===== src/common/clcr_params.svh =====
// Offsets, field positions, reset values and scale constants of the limit and compensation registers
`ifndef CLCR_PARAMS_SVH
`define CLCR_PARAMS_SVH
`define CLCR_ADDR_W 8
`define CLCR_OFS_LIMIT 8'h05
`define CLCR_OFS_LOOP 8'h06
`define CLCR_RST_LIMIT 8'h00
`define CLCR_RST_LOOP 8'h00
`define CLCR_BIT_FCCM 7
`define CLCR_BIT_REV 6
`define CLCR_VAL_HI 5
`define CLCR_VAL_LO 3
`define CLCR_PK_HI 2
`define CLCR_PK_LO 0
`define CLCR_FB_HI 7
`define CLCR_FB_LO 5
`define CLCR_RC_HI 4
`define CLCR_RC_LO 0
`define CLCR_VAL_BASE_A 4'h1
`define CLCR_PK_BASE_A 4'h2
`define CLCR_FB_BASE_K 10'h032
`define CLCR_FB_STEP_K 10'h01e
`define CLCR_REV_LO_DA 6'h19
`define CLCR_REV_HI_DA 6'h2f
`endif


===== src/common/clcr_pkg.sv =====
// Types shared by the limit and compensation register block
package clcr_pkg;
	typedef struct packed {
		logic forced_continuous_sel;
		logic reverse_limit_sel;
		logic [2:0] valley_limit_code;
		logic [2:0] peak_limit_code;
	} clcr_limit_t;
	typedef struct packed {
		logic [2:0] feedback_resistor_code;
		logic [4:0] loop_resistor_code;
	} clcr_loop_t;
	typedef struct packed {
		logic forced_continuous;
		logic reverse_limit_en;
		logic [5:0] reverse_limit_da;
		logic valley_limit_valid;
		logic [3:0] valley_limit_a;
		logic [3:0] peak_limit_a;
		logic [9:0] feedback_res_k;
		logic [11:0] loop_res_k;
	} clcr_ctrl_t;
endpackage


===== src/hdl/clcr_rcomp_lut.sv =====
// Compensation resistor code to kilohm lookup
`timescale 1ns/1ps
`include "clcr_params.svh"
module clcr_rcomp_lut
(
	// Code in
	input wire logic [4:0] code,
	// Resistance out
	output logic [11:0] res_k
);
	// Fixed table, steps are uneven so no formula fits
	always_comb
	begin
		unique case (code)
			5'h00: res_k = 12'd50;
			5'h01: res_k = 12'd173;
			5'h02: res_k = 12'd297;
			5'h03: res_k = 12'd420;
			5'h04: res_k = 12'd544;
			5'h05: res_k = 12'd667;
			5'h06: res_k = 12'd791;
			5'h07: res_k = 12'd914;
			5'h08: res_k = 12'd1038;
			5'h09: res_k = 12'd1161;
			5'h0a: res_k = 12'd1284;
			5'h0b: res_k = 12'd1408;
			5'h0c: res_k = 12'd1531;
			5'h0d: res_k = 12'd1655;
			5'h0e: res_k = 12'd1778;
			5'h0f: res_k = 12'd1902;
			5'h10: res_k = 12'd2025;
			5'h11: res_k = 12'd2148;
			5'h12: res_k = 12'd2272;
			5'h13: res_k = 12'd2395;
			5'h14: res_k = 12'd2519;
			5'h15: res_k = 12'd2642;
			5'h16: res_k = 12'd2766;
			5'h17: res_k = 12'd2889;
			5'h18: res_k = 12'd3012;
			5'h19: res_k = 12'd3136;
			5'h1a: res_k = 12'd3259;
			5'h1b: res_k = 12'd3383;
			5'h1c: res_k = 12'd3506;
			5'h1d: res_k = 12'd3630;
			5'h1e: res_k = 12'd3753;
			5'h1f: res_k = 12'd3877;
		endcase
	end
endmodule


===== src/hdl/clcr_regs.sv =====
// Current limit, conduction mode and loop resistor register pair
`timescale 1ns/1ps
`include "clcr_params.svh"
module clcr_regs
(
	// Clock and reset
	input wire logic ref_clk,
	input wire logic resetn,
	// Register access from the serial management logic, same clock
	input wire logic [`CLCR_ADDR_W-1:0] reg_addr,
	input wire logic reg_wr,
	input wire logic [7:0] reg_wdata,
	input wire logic reg_rd,
	output logic [7:0] reg_rdata,
	output logic reg_hit,
	// Raw fields
	output clcr_pkg::clcr_limit_t limit_fields,
	output clcr_pkg::clcr_loop_t loop_fields,
	// Decoded settings for the analog side
	output clcr_pkg::clcr_ctrl_t ctrl
);
	// Reset values split into fields once, so each field flop reads its own slice
	localparam clcr_pkg::clcr_limit_t LIMIT_RST = `CLCR_RST_LIMIT;
	localparam clcr_pkg::clcr_loop_t LOOP_RST = `CLCR_RST_LOOP;

	// Reset synchroniser
	logic rst_meta_r;
	logic rst_sync_r;
	logic rst_n;
	// Address decode and write strobes
	logic hit_limit;
	logic hit_loop;
	logic wr_limit;
	logic wr_loop;
	// Register fields, one flop group per field
	logic fccm_r;
	logic rev_sel_r;
	logic [2:0] valley_code_r;
	logic [2:0] peak_code_r;
	logic [2:0] fb_code_r;
	logic [4:0] rcomp_code_r;
	clcr_pkg::clcr_limit_t limit_word;
	clcr_pkg::clcr_loop_t loop_word;
	// Read path
	logic [7:0] rdata_nxt;
	// Decode, combinational part
	logic [11:0] rcomp_k;
	logic [3:0] valley_a;
	logic [3:0] peak_a;
	logic [5:0] rev_da_nxt;
	logic [9:0] fb_k_nxt;
	// Decode, registered part
	logic mode_fccm_r;
	logic rev_en_r;
	logic [5:0] rev_da_r;
	logic valley_ok_r;
	logic [3:0] valley_a_r;
	logic [3:0] peak_a_r;
	logic [9:0] fb_k_r;
	logic [11:0] rcomp_k_r;

	// Reset release through two flops so deassertion is clean
	always_ff @(posedge ref_clk or negedge resetn)
	begin
		if (!resetn)
		begin
			rst_meta_r <= 1'b0;
			rst_sync_r <= 1'b0;
		end
		else
		begin
			rst_meta_r <= 1'b1;
			rst_sync_r <= rst_meta_r;
		end
	end
	assign rst_n = rst_sync_r;

	// Address decode shared by write, read and hit
	assign hit_limit = (reg_addr == `CLCR_OFS_LIMIT);
	assign hit_loop = (reg_addr == `CLCR_OFS_LOOP);
	// Unmapped offsets never raise a write strobe
	assign wr_limit = reg_wr && hit_limit;
	assign wr_loop = reg_wr && hit_loop;

	// Conduction mode bit
	always_ff @(posedge ref_clk or negedge rst_n)
	begin
		if (!rst_n)
			fccm_r <= LIMIT_RST.forced_continuous_sel;
		else if (wr_limit)
			fccm_r <= reg_wdata[`CLCR_BIT_FCCM];
	end

	// Reverse limit select, kept even in DCM so a later mode switch finds it
	always_ff @(posedge ref_clk or negedge rst_n)
	begin
		if (!rst_n)
			rev_sel_r <= LIMIT_RST.reverse_limit_sel;
		else if (wr_limit)
			rev_sel_r <= reg_wdata[`CLCR_BIT_REV];
	end

	// Valley limit code
	always_ff @(posedge ref_clk or negedge rst_n)
	begin
		if (!rst_n)
			valley_code_r <= LIMIT_RST.valley_limit_code;
		else if (wr_limit)
			valley_code_r <= reg_wdata[`CLCR_VAL_HI:`CLCR_VAL_LO];
	end

	// Peak limit code
	always_ff @(posedge ref_clk or negedge rst_n)
	begin
		if (!rst_n)
			peak_code_r <= LIMIT_RST.peak_limit_code;
		else if (wr_limit)
			peak_code_r <= reg_wdata[`CLCR_PK_HI:`CLCR_PK_LO];
	end

	// Feedback resistor code
	always_ff @(posedge ref_clk or negedge rst_n)
	begin
		if (!rst_n)
			fb_code_r <= LOOP_RST.feedback_resistor_code;
		else if (wr_loop)
			fb_code_r <= reg_wdata[`CLCR_FB_HI:`CLCR_FB_LO];
	end

	// Loop resistor code
	always_ff @(posedge ref_clk or negedge rst_n)
	begin
		if (!rst_n)
			rcomp_code_r <= LOOP_RST.loop_resistor_code;
		else if (wr_loop)
			rcomp_code_r <= reg_wdata[`CLCR_RC_HI:`CLCR_RC_LO];
	end

	// One strobe per register, so every field of a byte lands in the same edge
	assign limit_word = {fccm_r, rev_sel_r, valley_code_r, peak_code_r};
	assign loop_word = {fb_code_r, rcomp_code_r};

	// Read mux; unmapped offsets read zero
	always_comb
	begin
		rdata_nxt = 8'h00;
		if (hit_limit)
			rdata_nxt = limit_word;
		else if (hit_loop)
			rdata_nxt = loop_word;
	end

	// Read data registered, one cycle after the strobe; holds between reads
	always_ff @(posedge ref_clk or negedge rst_n)
	begin
		if (!rst_n)
			reg_rdata <= 8'h00;
		else if (reg_rd)
			reg_rdata <= rdata_nxt;
	end

	// Address hit flag, combinational handshake
	assign reg_hit = hit_limit || hit_loop;

	// Table lookup kept separate; it is pure constant logic
	clcr_rcomp_lut u_lut
	(
		.code(rcomp_code_r),
		.res_k(rcomp_k)
	);

	// Current scales, codes offset by a fixed amp base
	assign valley_a = {1'b0, valley_code_r} + `CLCR_VAL_BASE_A;
	assign peak_a = {1'b0, peak_code_r} + `CLCR_PK_BASE_A;

	// Reverse magnitude in tenths of an amp; DCM forces zero so no stale select leaks
	always_comb
	begin
		rev_da_nxt = 6'h00;
		if (fccm_r)
			rev_da_nxt = rev_sel_r ? `CLCR_REV_HI_DA : `CLCR_REV_LO_DA;
	end

	// Feedback resistor; largest code still fits ten bits
	assign fb_k_nxt = `CLCR_FB_BASE_K + 10'(fb_code_r * `CLCR_FB_STEP_K);

	// Mode and reverse limit stage
	always_ff @(posedge ref_clk or negedge rst_n)
	begin
		if (!rst_n)
		begin
			mode_fccm_r <= 1'b0;
			rev_en_r <= 1'b0;
			rev_da_r <= 6'h00;
		end
		else
		begin
			mode_fccm_r <= fccm_r;
			rev_en_r <= fccm_r;
			rev_da_r <= rev_da_nxt;
		end
	end

	// Current limit stage; equal valley and peak still count as valid
	always_ff @(posedge ref_clk or negedge rst_n)
	begin
		if (!rst_n)
		begin
			valley_a_r <= 4'h0;
			valley_ok_r <= 1'b0;
			peak_a_r <= 4'h0;
		end
		else
		begin
			valley_a_r <= valley_a;
			valley_ok_r <= (valley_a <= peak_a);
			peak_a_r <= peak_a;
		end
	end

	// Resistor stage
	always_ff @(posedge ref_clk or negedge rst_n)
	begin
		if (!rst_n)
		begin
			fb_k_r <= 10'h000;
			rcomp_k_r <= 12'h000;
		end
		else
		begin
			fb_k_r <= fb_k_nxt;
			rcomp_k_r <= rcomp_k;
		end
	end

	// Decoded outputs, one cycle behind the registers
	always_comb
	begin
		ctrl.forced_continuous = mode_fccm_r;
		ctrl.reverse_limit_en = rev_en_r;
		ctrl.reverse_limit_da = rev_da_r;
		ctrl.valley_limit_valid = valley_ok_r;
		ctrl.valley_limit_a = valley_a_r;
		ctrl.peak_limit_a = peak_a_r;
		ctrl.feedback_res_k = fb_k_r;
		ctrl.loop_res_k = rcomp_k_r;
	end

	// Raw fields straight from the register flops
	assign limit_fields = limit_word;
	assign loop_fields = loop_word;
endmodule


===== config.mk =====
export PLATFORM = sky130hd
export DESIGN_NAME = clcr_regs
export DESIGN_NICKNAME = d
export VERILOG_FILES = /design/src/common/clcr_pkg.sv /design/src/hdl/clcr_rcomp_lut.sv /design/src/hdl/clcr_regs.sv
export VERILOG_INCLUDE_DIRS = /design/src /design/src/common
export SDC_FILE = /design/constraint.sdc
export NUM_CORES = 1
export LEC_CHECK = 0
export BUFFER_PORTS_ARGS = -buffer_cell sky130_fd_sc_hd__buf_2
export CAP_MARGIN = 20
export CORE_MARGIN = 3
export CORE_UTILIZATION = 43
export DETAILED_ROUTE_END_ITERATION = 12
export GPL_TIMING_DRIVEN = 0
export PLACE_DENSITY = 0.75
export SLEW_MARGIN = 25
export SYNTH_ARGS = -nofsm -noshare
export SYNTH_HDL_FRONTEND = slang
export SYNTH_HIERARCHICAL = 1
export SYNTH_SLANG_ARGS = --single-unit
export TNS_END_PERCENT = 100

===== constraint.sdc =====
create_clock -name ref_clk -period 3.4 [get_ports ref_clk]
set_clock_uncertainty 0.2 [all_clocks]
set_input_delay 0.68 -clock ref_clk [delete_from_list [all_inputs] [get_ports ref_clk]]
set_output_delay 0.68 -clock ref_clk [all_outputs]
set_load 0.01 [all_outputs]

==> results.tsv <==
stage	metric	value	unit
yosys	most frequent cell after synthesis	dfrtp_1	
grt	GRT Total Usage	17.11	%
yosys	Synth Area in Compound Gates	12.01	%
power	cell area power density	447.4	nW/um2
timing	Final TNS setup	0	ns
cts	CTS clock-pin slew for the worst setup and hold paths	0.06	ns
place	Placed Cells incl. Taps	421	
cts	Setup Fix Bufs, Post-CTS	0	
timing	Max Freq	0.3460	GHz
floorplan	total core area	6531	um2
floorplan	Die Width	89.12	um
cells_and_area	fin nets	399	
routing	final WL	6401	um
cts	Worst-Skew Late Latency	0.33	ns
setup_path	FF-to-FF End	fb_k_r[8]	
cells_and_area	Final Non-Filler Cells	438	
timing	Max Transition Viols Final	0	
setup_path	WP data required	3.42	ns
timing	fin crit share	85.02	%
cells_and_area	layout cells sized above 1	38.23	%
setup_path	worst reg-to-reg path cell count	6	
setup_path	CP max FO	10	
place	detailed placement HPWL	4776	um
outcome	status	completed	
cts	clock tree from TritonCTS	built	
yosys	Mapped Cells	261	
cts	cts repair resizes	0	
yosys	Synth area leader	dfrtp_1	
yosys	share of the synthesized area in the top cell type	48.86	%
floorplan	number of I/O pins	84	
setup_path	internal reg-to-reg setup slack	0.51	ns
hold_path	Tightest Hold Check Type	reg -> async	
yosys	Netlist cell types	47	
grt	met1 GRT Util	20.58	%
floorplan	Die Span Y	89.12	um
yosys	Post-Synth Adder-Cell Area	10.45	%
routing	detail-routed via count per cell	5.105	
timing	Setup-failing EPs final	0	
grt	GR Util met2	28.40	%
yosys	number of flops mapped to enable cells by yosys	0	
place	I/O Buffers	81	
yosys	multiplexer share of the synthesized area	8.593	%
routing	Routed wire per std cell	14.61	um
place	GP Congestion	0.8968	
yosys	Synth Register Bits	58	
yosys	ys flop type	dfrtp_1	
grt	largest net degree at the start of global routing	38	
cts	level count of the clock H-tree	3	
floorplan	Starting Density	45.48	%
setup_path	Setup crit end kind	flip-flop	
power	Leak	1.978	nW
cts	CTS Root Buffer Type	clkbuf_8	
yosys	Post-Synth XOR/XNOR Area	2.949	%
setup_path	RR Startpoint	fb_code_r[0]	
routing	Iter 0 DRT Violations	86	
yosys	post-synthesis sequential area ratio	48.86	%
floorplan	row cnt	29	
setup_path	origin of the worst setup path	fb_code_r[0]	
routing	antenna viol nets, final	0	
routing	routed vias	2236	
yosys	mapped cell area	2970	um2
cts	Clock Sinks	58	
timing	Final Hold Vio Count	0	
grt	vias in the first global route	2159	
grt	grt peak-use layer	met2	
setup_path	Startpoint Class	flip-flop	
yosys	asr flop ratio synth	100.0	%
yosys	Mapped Avg Cell Area	11.38	um2
grt	GRT overflow	0	
cells_and_area	# diodes	0	
floorplan	Die Footprint	7941	um2
routing	router iterations before antenna repair	5	
cts	cts hold-fix bufs	1	
cells_and_area	synthesis-to-layout area growth	25.02	%
yosys	top cells by count, synth	dfrtp_1 (58), inv_1 (21), ha_1 (20)	
cts	number of CTS-inserted buffers	9	
yosys	Synth Warn #	6	
grt	first-pass GRT wire length	10210	um
timing	unrepaired setup endpoints after global routing	false	
timing	Tmin final	2.891	ns
grt	M3 GR Usage	4.977	%
job	Max Cap Viol	0	
setup_path	kind of critical path	reg -> reg	
routing	drt drc	0	
cells_and_area	Filler cells	555	
setup_path	worst path arrival time	2.91	ns
yosys	Synth Area in Simple Gates	9.225	%
yosys	synth top area cells	dfrtp_1 (49%), ha_1 (8.4%), mux2_2 (6.1%), buf_4 (3.0%), o21ai_0 (2.7%)	
grt	antenna violations before repair	0	
setup_path	CP endpoint	fb_k_r[8]	
power	Max VDD drop	0.2048	mV
cts	Clock Path Buffers	2	
yosys	main combinational cell family by area after synthesis	compound AO/OA/AOI/OAI gates	
## where the power goes
group	total (mW)	leakage (nW)	internal, mW	switching, mW
Sequential	0.767	0.754	0.736	0.0314
Clock	0.639	0.105	0.374	0.265
Combinational	0.255	1.12	0.118	0.136
## critical path, cell delays in order, from the launching register on
cell,delay [ns]
dfrtp_1,0.53
fa_1,0.61
ha_1,0.27
fa_1,0.40
xor2_1,0.24
nor3b_1,0.32
and3b_1,0.22
## flip-flops by register name, indices dropped and copies added, names as in the netlist, 4 cells and up
name	count
rcomp_code_r	5
rcomp_k_r	12
reg_rdata	8
valley_a_r	4
peak_a_r	4
fb_k_r	8
## cell usage in the layout, fill, tap and decap left out, types with 2 or more instances in the layout
cell type,Yosys,layout
buf_2,5,86
dfrtp_1,58,57
inv_1,21,21
ha_1,20,20
nor2_1,16,16
o21ai_0,16,16
mux2_2,16,16
buf_4,12,12
clkbuf_8,0,11
nand3_1,9,9
a22o_1,8,8
a21oi_1,7,7
nand2_1,6,6
xor2_1,6,6
nor2b_1,5,5
xnor2_1,4,4
clkbuf_1,4,4
o21a_1,4,4
a211o_1,3,3
fa_1,3,3
conb_1,2,3
clkinv_2,0,3
mux2i_1,3,3
nor3b_1,2,2
nand2b_1,2,2
and3_1,2,2
a32o_1,2,2
and2_1,2,2
a31oi_1,2,2
mux2_1,2,2
## per-layer routing
metal  routed length (um)  vias up
li1                     -     1076
met1                 2771     1078
met2                 3141       75
met3                  396        7
met4                   92        0
met5                    0        -
## worst min-delay path by stage
stage	cells after the start	start	slack (ns)	end
2_1_floorplan	0	rst_meta_r	0.13	rst_n
3_3_place_gp	0	rst_meta_r	0.14	rst_n
3_5_place_dp	0	rst_n	0.01	fb_k_r[7]
4_1_cts	0	rst_n	0.02	fb_k_r[7]
5_1_grt	0	rst_n	0.04	fb_k_r[1]
6_report	0	rst_n	0.005	fb_k_r[7]
## cells by family after synthesis
group | after synthesis
compound gates | 51
buf+inv | 45
other cells | 2
simple gates | 50
mux | 22
xor+xnor | 10
fa+ha+maj | 23
flops | 58
## stage by stage
| step | setup WS [ns] | hold WS [ns] | utilization, % | area, um2 | power (mW) |
|---|---|---|---|---|---|
| 2_1_floorplan | 0.6679 | 0.1312 | - | 2974 | 0.9362 |
| 3_3_place_gp | 0.5465 | 0.1362 | 53.22 | 3476 | 1.024 |
| 3_5_place_dp | 0.5062 | 0.009772 | 53.58 | 3500 | 1.034 |
| 4_1_cts | 0.4902 | 0.01725 | 56.86 | 3714 | 1.687 |
| 5_1_grt | 0.3549 | 0.03679 | 56.86 | 3714 | 1.749 |
| 6_report | 0.5094 | 0.004679 | 56.86 | 3714 | 1.661 |
## final cells by class
cell class	instances	area [um2]	area share, %
Sequential cell	58	1455	39.18
Multi-Input combinational cell	159	1295	34.87
Timing Repair Buffer	83	435.4	11.73
Clock buffer	11	151.4	4.077
Buffer	23	145.1	3.908
Tap cell	77	96.34	2.594
Inverter	22	82.58	2.224
Clock inverter	5	52.55	1.415
Note: power is estimated with default switching activity, not from simulation.
